File: src/inc/egp_cfg.svh
`ifndef EGP_CFG_SVH
`define EGP_CFG_SVH

// Register byte offsets on the APB slave
`define EGP_OFS_PIN_VALUE   12'h000
`define EGP_OFS_DIRECTION   12'h004
`define EGP_OFS_LATCH       12'h008
`define EGP_OFS_OPEN_DRAIN  12'h00C
`define EGP_OFS_SLEW        12'h010
`define EGP_OFS_THRESHOLD   12'h014
`define EGP_OFS_ANALOG      12'h018

// Reset values
`define EGP_RST_DIRECTION   8'hFF
`define EGP_RST_LATCH       8'h00
`define EGP_RST_OPEN_DRAIN  8'h00
`define EGP_RST_SLEW        8'h00
`define EGP_RST_THRESHOLD   8'h00
`define EGP_RST_ANALOG      8'hFF

// Port geometry
`define EGP_PINS            8
`define EGP_ADDR_W          12

`endif

File: src/inc/egp_pkg.sv
package egp_pkg;

    // APB request from the master
    typedef struct packed {
        logic        psel;
        logic        penable;
        logic        pwrite;
        logic [11:0] paddr;
        logic [31:0] pwdata;
    } egp_apb_req_t;

    // Per-pin configuration set
    typedef struct packed {
        logic [7:0] direction;
        logic [7:0] latch;
        logic [7:0] open_drain;
        logic [7:0] slew;
        logic [7:0] threshold;
        logic [7:0] analog;
    } egp_cfg_t;

endpackage : egp_pkg

File: src/verilog/egp_port.sv
`include "egp_cfg.svh"

// Contract
// - Eight pins, each input or output
// - Direction one: driver released, pin input
// - Direction zero: drive pin from latch
// - Read returns pins, write updates latch
// - Port writes go whole into latch, pins not read back
// - Direction controls drivers even on analog
// - Analog pins read zero digitally
// - Open-drain bit: sink only, never high
// - Open-drain clear: push-pull drive
// - Slew-limit bit per pin, limits edges
// - Threshold bit selects Schmitt or TTL
// - Analog bit: reads zero, analog available
// - Analog bits never affect digital output
// - Reset selects analog; software clears bits
module egp_port #(
    parameter int PINS = `EGP_PINS
) (
    // Clock and reset
    input  wire logic                  sys_clk,
    input  wire logic                  reset_n,
    // APB slave
    input  wire egp_pkg::egp_apb_req_t apb_req,
    output logic                       pready,
    output logic [31:0]                prdata,
    output logic                       pslverr,
    // Pads: input level, output value, output enable (low drives)
    input  wire logic [PINS-1:0]       pad_in,
    output logic      [PINS-1:0]       pad_out,
    output logic      [PINS-1:0]       pad_oe_n,
    // Pad controls toward the analog and I/O cells
    output logic      [PINS-1:0]       pad_slew_limit,
    output logic      [PINS-1:0]       pad_ttl_select,
    output logic      [PINS-1:0]       pad_analog_en
);

    typedef struct packed {
        egp_pkg::egp_cfg_t cfg;
        logic              ready;
        logic [31:0]       rdata;
        logic              slverr;
        logic [PINS-1:0]   pad_out;
        logic [PINS-1:0]   pad_oe_n;
    } egp_state_t;

    egp_state_t      state_q;
    egp_state_t      state_d;
    logic [PINS-1:0] pin_sync;
    logic [PINS-1:0] pin_digital;
    logic            access;

    // Pin levels enter through two flip-flops before any read
    egp_pin_sync #(
        .WIDTH (PINS)
    ) egp_pin_sync_inst (
        .sys_clk  (sys_clk),
        .reset_n  (reset_n),
        .raw_in   (pad_in),
        .sync_out (pin_sync)
    );

    // Threshold choice lives in the pad cell; here analog pins read zero
    assign pin_digital = pin_sync & ~state_q.cfg.analog;

    // Answer in the second access cycle, so every transfer has one wait state
    assign access = apb_req.psel & apb_req.penable & ~state_q.ready;

    // Next state: register access and pad drive
    always_comb begin
        state_d        = state_q;
        state_d.ready  = access;
        state_d.slverr = 1'b0;
        state_d.rdata  = '0;
        if (access && apb_req.pwrite) begin
            case (apb_req.paddr)
                `EGP_OFS_PIN_VALUE: begin
                    // Plain write: the whole write data lands in the latch
                    state_d.cfg.latch = apb_req.pwdata[PINS-1:0];
                end
                `EGP_OFS_DIRECTION:  state_d.cfg.direction  = apb_req.pwdata[PINS-1:0];
                `EGP_OFS_LATCH:      state_d.cfg.latch      = apb_req.pwdata[PINS-1:0];
                `EGP_OFS_OPEN_DRAIN: state_d.cfg.open_drain = apb_req.pwdata[PINS-1:0];
                `EGP_OFS_SLEW:       state_d.cfg.slew       = apb_req.pwdata[PINS-1:0];
                `EGP_OFS_THRESHOLD:  state_d.cfg.threshold  = apb_req.pwdata[PINS-1:0];
                `EGP_OFS_ANALOG:     state_d.cfg.analog     = apb_req.pwdata[PINS-1:0];
                default:             state_d.slverr         = 1'b1;
            endcase
        end else if (access) begin
            case (apb_req.paddr)
                `EGP_OFS_PIN_VALUE:  state_d.rdata[PINS-1:0] = pin_digital;
                `EGP_OFS_DIRECTION:  state_d.rdata[PINS-1:0] = state_q.cfg.direction;
                `EGP_OFS_LATCH:      state_d.rdata[PINS-1:0] = state_q.cfg.latch;
                `EGP_OFS_OPEN_DRAIN: state_d.rdata[PINS-1:0] = state_q.cfg.open_drain;
                `EGP_OFS_SLEW:       state_d.rdata[PINS-1:0] = state_q.cfg.slew;
                `EGP_OFS_THRESHOLD:  state_d.rdata[PINS-1:0] = state_q.cfg.threshold;
                `EGP_OFS_ANALOG:     state_d.rdata[PINS-1:0] = state_q.cfg.analog;
                default:             state_d.slverr          = 1'b1;
            endcase
        end
        // Pad drive from the new configuration; analog bits take no part
        for (int i = 0; i < PINS; i++) begin
            // Output only when direction is zero
            // Open drain drives only a low, otherwise push-pull
            state_d.pad_out[i]  = state_d.cfg.latch[i] & ~state_d.cfg.open_drain[i];
            state_d.pad_oe_n[i] = state_d.cfg.direction[i] |
                                  (state_d.cfg.open_drain[i] & state_d.cfg.latch[i]);
        end
    end

    // State register; reset leaves every pin analog and input
    always_ff @(posedge sys_clk or negedge reset_n) begin
        if (!reset_n) begin
            state_q                <= '0;
            state_q.cfg.direction  <= `EGP_RST_DIRECTION;
            state_q.cfg.latch      <= `EGP_RST_LATCH;
            state_q.cfg.open_drain <= `EGP_RST_OPEN_DRAIN;
            state_q.cfg.slew       <= `EGP_RST_SLEW;
            state_q.cfg.threshold  <= `EGP_RST_THRESHOLD;
            state_q.cfg.analog     <= `EGP_RST_ANALOG;
            state_q.pad_oe_n       <= '1;
        end else begin
            state_q <= state_d;
        end
    end

    // Pad cell controls come straight from state
    assign pad_slew_limit = state_q.cfg.slew;
    assign pad_ttl_select = state_q.cfg.threshold;
    assign pad_analog_en  = state_q.cfg.analog;
    assign pad_out        = state_q.pad_out;
    assign pad_oe_n       = state_q.pad_oe_n;
    assign pready         = state_q.ready;
    assign prdata         = state_q.rdata;
    assign pslverr        = state_q.slverr;

    // Checks on drive and read paths
    input_released_a : assert property (@(posedge sys_clk)
        disable iff (!reset_n)
        ##1 (&state_q.cfg.direction) |-> (&pad_oe_n))
        else $error("input pin driven");

    pushpull_drive_a : assert property (@(posedge sys_clk)
        disable iff (!reset_n)
        (!state_q.cfg.direction[0] && !state_q.cfg.open_drain[0])
        |-> (!pad_oe_n[0] && pad_out[0] == state_q.cfg.latch[0]))
        else $error("push-pull pin not driving latch");

    opendrain_high_a : assert property (@(posedge sys_clk)
        disable iff (!reset_n)
        (state_q.cfg.open_drain[0] && state_q.cfg.latch[0]) |-> pad_oe_n[0])
        else $error("open-drain pin driven high");

    analog_reads_zero_a : assert property (@(posedge sys_clk)
        disable iff (!reset_n)
        (access && !apb_req.pwrite && apb_req.paddr == `EGP_OFS_PIN_VALUE
         && state_q.cfg.analog[0]) |=> (pready && prdata[0] == 1'b0))
        else $error("analog pin read nonzero");

    write_to_latch_a : assert property (@(posedge sys_clk)
        disable iff (!reset_n)
        (access && apb_req.pwrite && apb_req.paddr == `EGP_OFS_PIN_VALUE)
        |=> (state_q.cfg.latch == $past(apb_req.pwdata[PINS-1:0])))
        else $error("port write missed latch");

    pin_sampled_a : assert property (@(posedge sys_clk)
        disable iff (!reset_n)
        ##3 (access && !apb_req.pwrite && apb_req.paddr == `EGP_OFS_PIN_VALUE
         && !state_q.cfg.analog[1]) |=> (prdata[1] == $past(pad_in[1], 3)))
        else $error("pin read not two-stage sampled");

    answer_one_cycle_a : assert property (@(posedge sys_clk)
        disable iff (!reset_n)
        (apb_req.psel && apb_req.penable && !pready) |=> pready)
        else $error("apb answer late");

    slew_follows_a : assert property (@(posedge sys_clk)
        disable iff (!reset_n)
        (access && apb_req.pwrite && apb_req.paddr == `EGP_OFS_SLEW)
        |=> (pad_slew_limit == $past(apb_req.pwdata[PINS-1:0])))
        else $error("slew select not applied");

    // Answer shape: one-cycle pulse, error and data only alongside it
    ready_pulse_a : assert property (@(posedge sys_clk)
        disable iff (!reset_n)
        pready |=> !pready)
        else $error("apb ready held too long");

    error_with_ready_a : assert property (@(posedge sys_clk)
        disable iff (!reset_n)
        pslverr |-> pready)
        else $error("apb error without ready");

    data_idle_zero_a : assert property (@(posedge sys_clk)
        disable iff (!reset_n)
        !pready |-> (prdata == 32'h0))
        else $error("read data outside answer");

    data_upper_zero_a : assert property (@(posedge sys_clk)
        disable iff (!reset_n)
        pready |-> ((prdata >> PINS) == 32'h0))
        else $error("read data beyond port width");

    unmapped_error_a : assert property (@(posedge sys_clk)
        disable iff (!reset_n)
        (access && !(apb_req.paddr inside {`EGP_OFS_PIN_VALUE, `EGP_OFS_DIRECTION,
            `EGP_OFS_LATCH, `EGP_OFS_OPEN_DRAIN, `EGP_OFS_SLEW, `EGP_OFS_THRESHOLD,
            `EGP_OFS_ANALOG})) |=> (pready && pslverr))
        else $error("unmapped access not refused");

    mapped_no_error_a : assert property (@(posedge sys_clk)
        disable iff (!reset_n)
        (access && (apb_req.paddr inside {`EGP_OFS_PIN_VALUE, `EGP_OFS_DIRECTION,
            `EGP_OFS_LATCH, `EGP_OFS_OPEN_DRAIN, `EGP_OFS_SLEW, `EGP_OFS_THRESHOLD,
            `EGP_OFS_ANALOG})) |=> (pready && !pslverr))
        else $error("mapped access refused");

    // Configuration moves only on a write, and a write lands whole
    cfg_holds_a : assert property (@(posedge sys_clk)
        disable iff (!reset_n)
        !(access && apb_req.pwrite) |=> $stable(state_q.cfg))
        else $error("configuration changed without a write");

    direction_follows_a : assert property (@(posedge sys_clk)
        disable iff (!reset_n)
        (access && apb_req.pwrite && apb_req.paddr == `EGP_OFS_DIRECTION)
        |=> (state_q.cfg.direction == $past(apb_req.pwdata[PINS-1:0])))
        else $error("direction write missed");

    latch_follows_a : assert property (@(posedge sys_clk)
        disable iff (!reset_n)
        (access && apb_req.pwrite && apb_req.paddr == `EGP_OFS_LATCH)
        |=> (state_q.cfg.latch == $past(apb_req.pwdata[PINS-1:0])))
        else $error("latch write missed");

    threshold_follows_a : assert property (@(posedge sys_clk)
        disable iff (!reset_n)
        (access && apb_req.pwrite && apb_req.paddr == `EGP_OFS_THRESHOLD)
        |=> (pad_ttl_select == $past(apb_req.pwdata[PINS-1:0])))
        else $error("threshold select not applied");

    analog_follows_a : assert property (@(posedge sys_clk)
        disable iff (!reset_n)
        (access && apb_req.pwrite && apb_req.paddr == `EGP_OFS_ANALOG)
        |=> (pad_analog_en == $past(apb_req.pwdata[PINS-1:0])))
        else $error("analog select not applied");

    // Every register except threshold is checked to read back what it holds
    direction_readback_a : assert property (@(posedge sys_clk)
        disable iff (!reset_n)
        (access && !apb_req.pwrite && apb_req.paddr == `EGP_OFS_DIRECTION)
        |=> (prdata[PINS-1:0] == $past(state_q.cfg.direction)))
        else $error("direction read back wrong");

    latch_readback_a : assert property (@(posedge sys_clk)
        disable iff (!reset_n)
        (access && !apb_req.pwrite && apb_req.paddr == `EGP_OFS_LATCH)
        |=> (prdata[PINS-1:0] == $past(state_q.cfg.latch)))
        else $error("latch read back wrong");

    opendrain_readback_a : assert property (@(posedge sys_clk)
        disable iff (!reset_n)
        (access && !apb_req.pwrite && apb_req.paddr == `EGP_OFS_OPEN_DRAIN)
        |=> (prdata[PINS-1:0] == $past(state_q.cfg.open_drain)))
        else $error("open-drain select read back wrong");

    slew_readback_a : assert property (@(posedge sys_clk)
        disable iff (!reset_n)
        (access && !apb_req.pwrite && apb_req.paddr == `EGP_OFS_SLEW)
        |=> (prdata[PINS-1:0] == $past(state_q.cfg.slew)))
        else $error("slew select read back wrong");

    analog_readback_a : assert property (@(posedge sys_clk)
        disable iff (!reset_n)
        (access && !apb_req.pwrite && apb_req.paddr == `EGP_OFS_ANALOG)
        |=> (prdata[PINS-1:0] == $past(state_q.cfg.analog)))
        else $error("analog select read back wrong");

    reset_defaults_a : assert property (@(posedge sys_clk)
        disable iff (!reset_n)
        $rose(reset_n) |-> (state_q.cfg.analog == `EGP_RST_ANALOG
            && state_q.cfg.direction == `EGP_RST_DIRECTION && (&pad_oe_n)))
        else $error("reset left a pin digital or driven");

    // Every pin alike; analog selection never touches the drivers
    for (genvar p = 0; p < PINS; p++) begin : g_pin_chk
        pin_release_a : assert property (@(posedge sys_clk)
            disable iff (!reset_n)
            state_q.cfg.direction[p] |-> pad_oe_n[p])
            else $error("released pin driven");

        pin_drive_a : assert property (@(posedge sys_clk)
            disable iff (!reset_n)
            (!state_q.cfg.direction[p] && !state_q.cfg.open_drain[p])
            |-> (!pad_oe_n[p] && pad_out[p] == state_q.cfg.latch[p]))
            else $error("output pin not driving latch");

        pin_sink_a : assert property (@(posedge sys_clk)
            disable iff (!reset_n)
            (!state_q.cfg.direction[p] && state_q.cfg.open_drain[p] && !state_q.cfg.latch[p])
            |-> (!pad_oe_n[p] && !pad_out[p]))
            else $error("open-drain pin not sinking");

        pin_never_high_a : assert property (@(posedge sys_clk)
            disable iff (!reset_n)
            (state_q.cfg.open_drain[p] && !pad_oe_n[p]) |-> !pad_out[p])
            else $error("open-drain pin sourcing");

        analog_output_a : assert property (@(posedge sys_clk)
            disable iff (!reset_n)
            (state_q.cfg.analog[p] && !state_q.cfg.direction[p] && !state_q.cfg.open_drain[p])
            |-> (!pad_oe_n[p] && pad_out[p] == state_q.cfg.latch[p]))
            else $error("analog output pin not driving");

        pin_read_a : assert property (@(posedge sys_clk)
            disable iff (!reset_n)
            (access && !apb_req.pwrite && apb_req.paddr == `EGP_OFS_PIN_VALUE)
            |=> (prdata[p] == ($past(pin_sync[p]) & ~$past(state_q.cfg.analog[p]))))
            else $error("pin read value wrong");
    end

endmodule : egp_port

File: src/verilog/egp_pin_sync.sv
`include "egp_cfg.svh"

// Two-stage synchroniser for the raw pin levels, one per pin
module egp_pin_sync #(
    parameter int WIDTH = `EGP_PINS
) (
    // Clock and reset
    input  wire logic             sys_clk,
    input  wire logic             reset_n,
    // Raw and synchronised levels
    input  wire logic [WIDTH-1:0] raw_in,
    output logic      [WIDTH-1:0] sync_out
);

    typedef struct packed {
        logic [WIDTH-1:0] stage1;
        logic [WIDTH-1:0] stage2;
    } egp_sync_state_t;

    egp_sync_state_t state_q;
    egp_sync_state_t state_d;

    // Stage one is read only by stage two
    always_comb begin
        state_d        = state_q;
        state_d.stage1 = raw_in;
        state_d.stage2 = state_q.stage1;
    end

    // Register the synchroniser chain
    always_ff @(posedge sys_clk or negedge reset_n) begin
        if (!reset_n) begin
            state_q <= '0;
        end else begin
            state_q <= state_d;
        end
    end

    assign sync_out = state_q.stage2;

endmodule : egp_pin_sync

File: config.mk
export PLATFORM = sky130hd
export DESIGN_NAME = egp_port
export DESIGN_NICKNAME = d
export VERILOG_FILES = /design/src/inc/egp_pkg.sv /design/src/verilog/egp_port.sv /design/src/verilog/egp_pin_sync.sv
export VERILOG_INCLUDE_DIRS = /design/src /design/src/inc
export SDC_FILE = /design/constraint.sdc
export NUM_CORES = 1
export LEC_CHECK = 0
export ABC_AREA = 1
export BUFFER_PORTS_ARGS = -buffer_cell sky130_fd_sc_hd__clkbuf_2
export CAP_MARGIN = 20
export CORE_AREA = 2 2 97 99
export DETAILED_ROUTE_END_ITERATION = 10
export DIE_AREA = 0 0 99 101
export PLACE_DENSITY = 0.79
export SLEW_MARGIN = 20
export SYNTH_ARGS = -nofsm -noshare
export SYNTH_HDL_FRONTEND = slang
export SYNTH_SLANG_ARGS = --single-unit
File: constraint.sdc
create_clock -name sys_clk -period 1.5 [get_ports sys_clk]
set_input_delay 0.3 -clock sys_clk [delete_from_list [all_inputs] [get_ports sys_clk]]
set_output_delay 0.3 -clock sys_clk [all_outputs]
set_load 0.05 [all_outputs]
==> results of run 1 <==
repair_timing:
| action | CTS | global route |
|---|---|---|
| setup endpoints to repair | 9 | 30 |
| endpoints found under the hold margin | 66 | 0 |
| pin swaps | 0 | 1 |
| gates resized for setup | 9 | 13 |
| cloned | 0 | 2 |
| hold buffers | 1 | 0 |
logic make-up (layout without fill, tap and decap cells):
family / count (synthesis) / in the layout / synth area share [%]
AO/OA/AOI/OAI: 56 / 56 / 7.75
buffers and inverters: 151 / 187 / 19.3
other: 1 / 24 / 0.0827
AND/OR/NAND/NOR: 202 / 204 / 22.5
flip-flops: 90 / 90 / 50.3
cell type report:
type                    instances  area share, %
flip-flops and latches         90           45.4
inverters                      67           5.04
well taps                     111           2.76
multi-input cells             284           29.8
clock inverters                 7           2.09
clock buffers                   9           2.46
repair buffers                104           12.5
power by group:
| part | total (uW) | leakage, uW | switching (uW) | internal, uW |
|---|---|---|---|---|
| Combinational | 362 | 0.00135 | 295 | 67.5 |
| Sequential | 2460 | 0.00105 | 9.48 | 2460 |
| Clock | 1900 | 0.000113 | 935 | 968 |
routing by layer:
layer | share of wire [%] | track usage [%] | vias to the layer above
met4 | 0.84 | 5.69 | 0
li1 | - | - | 1592
met5 | 0 | 0 | -
met3 | 5.1 | 3.68 | 6
met1 | 46 | 26.9 | 1516
met2 | 48 | 31.0 | 88
stage by stage:
step	hold WS, ns	cell area, um^2
finish	0.0285	5030
global route	0.00965	5030
CTS	0.0227	5000
detailed placement	0.335	4730
global placement	0.333	4730
floorplan	0.00441	4620
worst paths after layout:
kind                                                            to  slack (ns)  depth (start not counted)
setup / recovery                                  pad_analog_en[2]        0.02                          1
hold / removal              egp_pin_sync_inst.state_d[4]$_DFF_PN0_        0.03                          1
setup reg to reg                             pad_oe_n[5]$_DFF_PN1_        0.10                          7
hold reg to reg            egp_pin_sync_inst.sync_out[7]$_DFF_PN0_        0.35                          0
max in group asynchronous             pad_analog_en[5]$_DFFE_PN1P_        0.60                          3
min in group asynchronous   egp_pin_sync_inst.state_d[2]$_DFF_PN0_        0.52                          3
sequential cells by signal (all words and copies together) (netlist names):
register                    cells
state_q                        24
egp_pin_sync_inst.state_d       8
pad_oe_n                        8
pad_ttl_select                  8
prdata                          8
pslverr                         1
pready                          1
egp_pin_sync_inst.sync_out      8
pad_slew_limit                  8
pad_out                         8
pad_analog_en                   8
cells in the final DEF (no fill, tap or decap), drive strengths merged:
cell type    synthesis  layout
bufinv               0       2
dfrtp               66      66
inv                 67      71
nor4                 1       1
dlygate4sd3          0       1
nand2               85      85
o21ai               53      53
buf                 83      31
nand3               55      56
clkinvlp             0       1
nor2                51      52
a21oi                3       3
conb                 1      24
clkbuf               1      81
dfstp               24      24
nand4               10      10
==> results.toml, run 1 <==
[global_route]
antenna_found_initial = 0
grt_max_degree = 91
grt_pass1_wl_mm = 15.2
grt_overflow_total = 0
grt.total_usage_pct = 19.3
grt_pass1_vias = 3099

[placed_design]
place_ws_ns = -0.131
dpl.hpwl_mm = 6.75
dp.cells = 653
place_congestion = 0.900
io_buffers = 82

[cts]
cts_tree = "yes"
htreeDepth = 3
clk_latency_ns = 0.37
numCtsBuffers = 9
clock_path_buffers = 2
clkSinkCount = 90
root_buffer = "clkbuf_8"
cts_setup_buffers = 0
path_clk_slew_ns = 0.10

[synthesis]
postSynthAreaPerCell_um2 = 9.07
ys_top_cells_by_area = "dfrtp_1 (36%), dfstp_2 (14%), buf_4 (12%)"
ys_seq_elements = 90
synth_ff_type = "dfrtp_1"
yosysUniqueCellTypes = 26
syn_area_mm2 = 0.00454
yosys.area.top_type = "dfrtp_1"
seq_area_frac_synth_pct = 50.3
synth_cells = 500
synth.most_common_cell = "buf_4"
synth_edf_count = 0
async_reset_ff_share_pct = 100
synth_common_cells = "buf_4 (74), dfrtp_1 (66), nand2_1 (66), inv_1 (59), nand3_1 (51)"
yosys_warnings = 0
synth_top_area_share_pct = 36.4

[final_layout]
utilization_pct = 56.1
fin_cells = 672
nets = 613
syn2layout_area_growth_pct = 11.0
seq_area_mm2 = 0.00228
multi_input_area_mm2 = 0.00150
n_antenna_cell = 0
drive_gt1_share_pct = 36.7
n_fill_cell = 765

[critical_path]
crit_family = "flip-flops"
critPathRequiredTime_ns = 1.20
cp_num_buf_inv = 1
rr_startpoint = "pready$_DFF_PN0_"
critical_path.cell_chain = "clkbuf_4"
critical_path.max_fanout = 4
worst_setup_path_start_kind = "flip-flop"
cpPeakStageDelay_ns = 0.58
crit_slowest_cell = "dfstp_2"
crit_type = "reg -> out"
critPathArrivalTime_ns = 1.18
critical_path.startpoint = "pad_analog_en[2]$_DFFE_PN1P_"
endpoint_kind = "output pin"

[flow_run]
drv_cap = 0

[detailed_routing]
ant_nets = 0
drt_iter0_drc = 257
vias = 3202
first_pass_iters = 5
viasPerCell = 4.76
routedWlPerCell_um = 14.0
drc = 0
routed_wl_mm = 9.39

[sta]
fmax_mhz = 674
finalHoldViolCount = 0
period_share_pct = 98.9
skew_ns = 0.0122
setup_ws_ns = 0.0167
rsz0062_at_grt = "false"
finalSetupTns_ns = 0
min_period_ns = 1.48
setup_viol = 0
final_max_slew_viol_count = 0

[pwr]
p_leak_uw = 0.00251
power.density_mw_per_mm2 = 939
power_uw = 4730
peakVddDrop_mv = 0.370

[floorplan]
ios = 131
initial_core_util_pct = 50.5
die_w_um = 99
rows = 35
die_area_mm2 = 0.0100
die_y_um = 101
fp.coreArea_mm2 = 0.00898

[status]
status = "completed"

[hold_path]
hp-start = "pad_in[4]"
hp-class = "in -> reg"
Power figures use the tool's default switching activity.
==> inputs of run 2 (changes only) <==
Settings changed: PLACE_DENSITY 0.79 to default, PLACE_DENSITY_LB_ADDON from default to 0.25.
==> results.toml, run 2 (synthesized netlist as in run 1, its figures left out) <==
[detailed_routing]
wl_met3_um = 423
routed_wl_mm = 9.00
routedWlPerCell_um = 13.4
met1Wirelength_mm = 4.37
highest_layer = "met4"
drc = 0
vias = 3187
ant_nets = 0
drt_iter0_drc = 218
viasPerCell = 4.75
first_pass_iters = 4
met2_length_mm = 4.01

[hold_path]
hp-class = "in -> reg"

[sta]
setup_viol = 0
final_max_slew_viol_count = 0
skew_ns = 0.0185
min_period_ns = 1.46
rsz0062_at_grt = "false"
worst_hold_slack_ns = 0.0353
period_share_pct = 97.2
setup_ws_ns = 0.0426
fmax_mhz = 686
finalHoldViolCount = 0

[pwr]
p_sw_uw = 1240
p_clk_share_pct = 35.8
p_int_uw = 3170
power.density_mw_per_mm2 = 883
combPwrFrac_pct = 8.2
swShare_pct = 28.1
power_frac_seq_pct = 56.0
p_leak_uw = 0.00249
power_uw = 4400
peakVddDrop_mv = 0.388

[final_layout]
final_common_cell = "clkbuf_2"
drive_gt1_share_pct = 36.6
nets = 612
syn2layout_area_growth_pct = 9.87
largest_register_ffs = 24
n_antenna_cell = 0
mostFrequentLayoutCells = "clkbuf_2 (71), nand2_1 (66), dfrtp_1 (65)"
largest_register = "state_q"
fin_area_mm2 = 0.00498

[global_route]
grt_pass1_wl_mm = 14.9
antenna_found_initial = 0
grt.total_usage_pct = 18.8
grt_max_degree = 91
grt_pass1_vias = 3073
grt_overflow_total = 0

[floorplan]
ios = 131
die_y_um = 101
die_area_mm2 = 0.0100
initial_core_util_pct = 50.5
fp.coreArea_mm2 = 0.00898
rows = 35
die_w_um = 99

[critical_path]
critPathRequiredTime_ns = 1.20
crit_slowest_cell = "dfstp_2"
crit_type = "reg -> out"
critical_path.max_fanout = 4
endpoint_kind = "output pin"
cpPeakStageDelay_ns = 0.57
crit_family = "flip-flops"
critPathArrivalTime_ns = 1.16
cp_num_buf_inv = 1
critical_path.cell_chain = "clkbuf_4"
worst_setup_path_start_kind = "flip-flop"

[flow_run]
drv_cap = 0

[cts]
cts_setup_buffers = 0
numCtsBuffers = 9
htreeDepth = 3
path_clk_slew_ns = 0.10
root_buffer = "clkbuf_8"
clkSinkCount = 90
cts_tree = "yes"
clock_path_buffers = 2
clk_latency_ns = 0.36

[placed_design]
dpl.hpwl_mm = 6.65
io_buffers = 82
placed_area_mm2 = 0.00473
place_ws_ns = -0.145
place_congestion = 0.877

[status]
status = "completed"
-- run 2: cell types whose count changed in the layout (fill, tap and decap cells not counted) --
cell	before	now
buf_2	3	2
clkbuf_2	70	71
clkinv_8	0	1
inv_6	3	2
nor2_4	6	5
bufinv_16	2	0
buf_4	25	26
buf_6	1	0
clkinv_4	0	2
-- run 2: timing repair --
item                                   in CTS  in global routing
setup endpoints to repair                   8                 17
resized for setup                           8                 12
pin swaps                                   0                  0
endpoints found under the hold margin      61                  0
hold buffers                                1                  0
gates cloned                                0                  1
-- run 2: power groups by stage --
stage	Combinational, uW	Clock (uW)	Sequential, uW
2_1_floorplan	251	0	2520
3_3_place_gp	355	0	2510
3_5_place_dp	359	0	2510
4_1_cts	361	1640	2470
5_1_grt	394	1730	2470
6_report	362	1580	2470
-- run 2: path summary, 6_finish.rpt --
| kind | startpoint | end | slack, ns | depth (start not counted) |
|---|---|---|---|---|
| min in group asynchronous | reset_n | egp_pin_sync_inst.state_d[2]$_DFF_PN0_ | 0.51 | 3 |
| setup reg to reg | pready$_DFF_PN0_ | pad_slew_limit[2]$_DFFE_PN0P_ | 0.11 | 8 |
| hold / removal | pad_in[5] | egp_pin_sync_inst.state_d[5]$_DFF_PN0_ | 0.04 | 1 |
| hold reg to reg | egp_pin_sync_inst.state_d[6]$_DFF_PN0_ | egp_pin_sync_inst.sync_out[6]$_DFF_PN0_ | 0.36 | 0 |
| setup / recovery | pad_analog_en[6]$_DFFE_PN1P_ | pad_analog_en[6] | 0.04 | 1 |
| max in group asynchronous | reset_n | pad_analog_en[3]$_DFFE_PN1P_ | 0.59 | 3 |
-- run 2: final cells by class --
class                      count  area [um^2]
clock buffer                   9          124
tap                          111          139
fill                         820         3990
sequential                    90         2280
multi-input combinational    283         1490
inverter                      67          254
timing repair buffer         104          626
clock inverter                 7         70.1
-- run 2: stage by stage --
| stage | utilization [%] | std cells | TNS [ns] |
|---|---|---|---|
| after floorplan | - | 523 | 0 |
| after global placement | 52.7 | 653 | -0.928 |
| after detailed placement | 52.7 | 653 | -1.90 |
| after CTS | 55.2 | 670 | 0 |
| after global routing | 55.5 | 671 | 0 |
| final | 55.5 | 671 | 0 |
-- run 2: routing by layer --
layer  up-vias  GRT usage, %
met5         -             0
met4         0          7.48
met2       107          28.2
met1      1468          27.5
met3        17          2.84
li1       1595             -
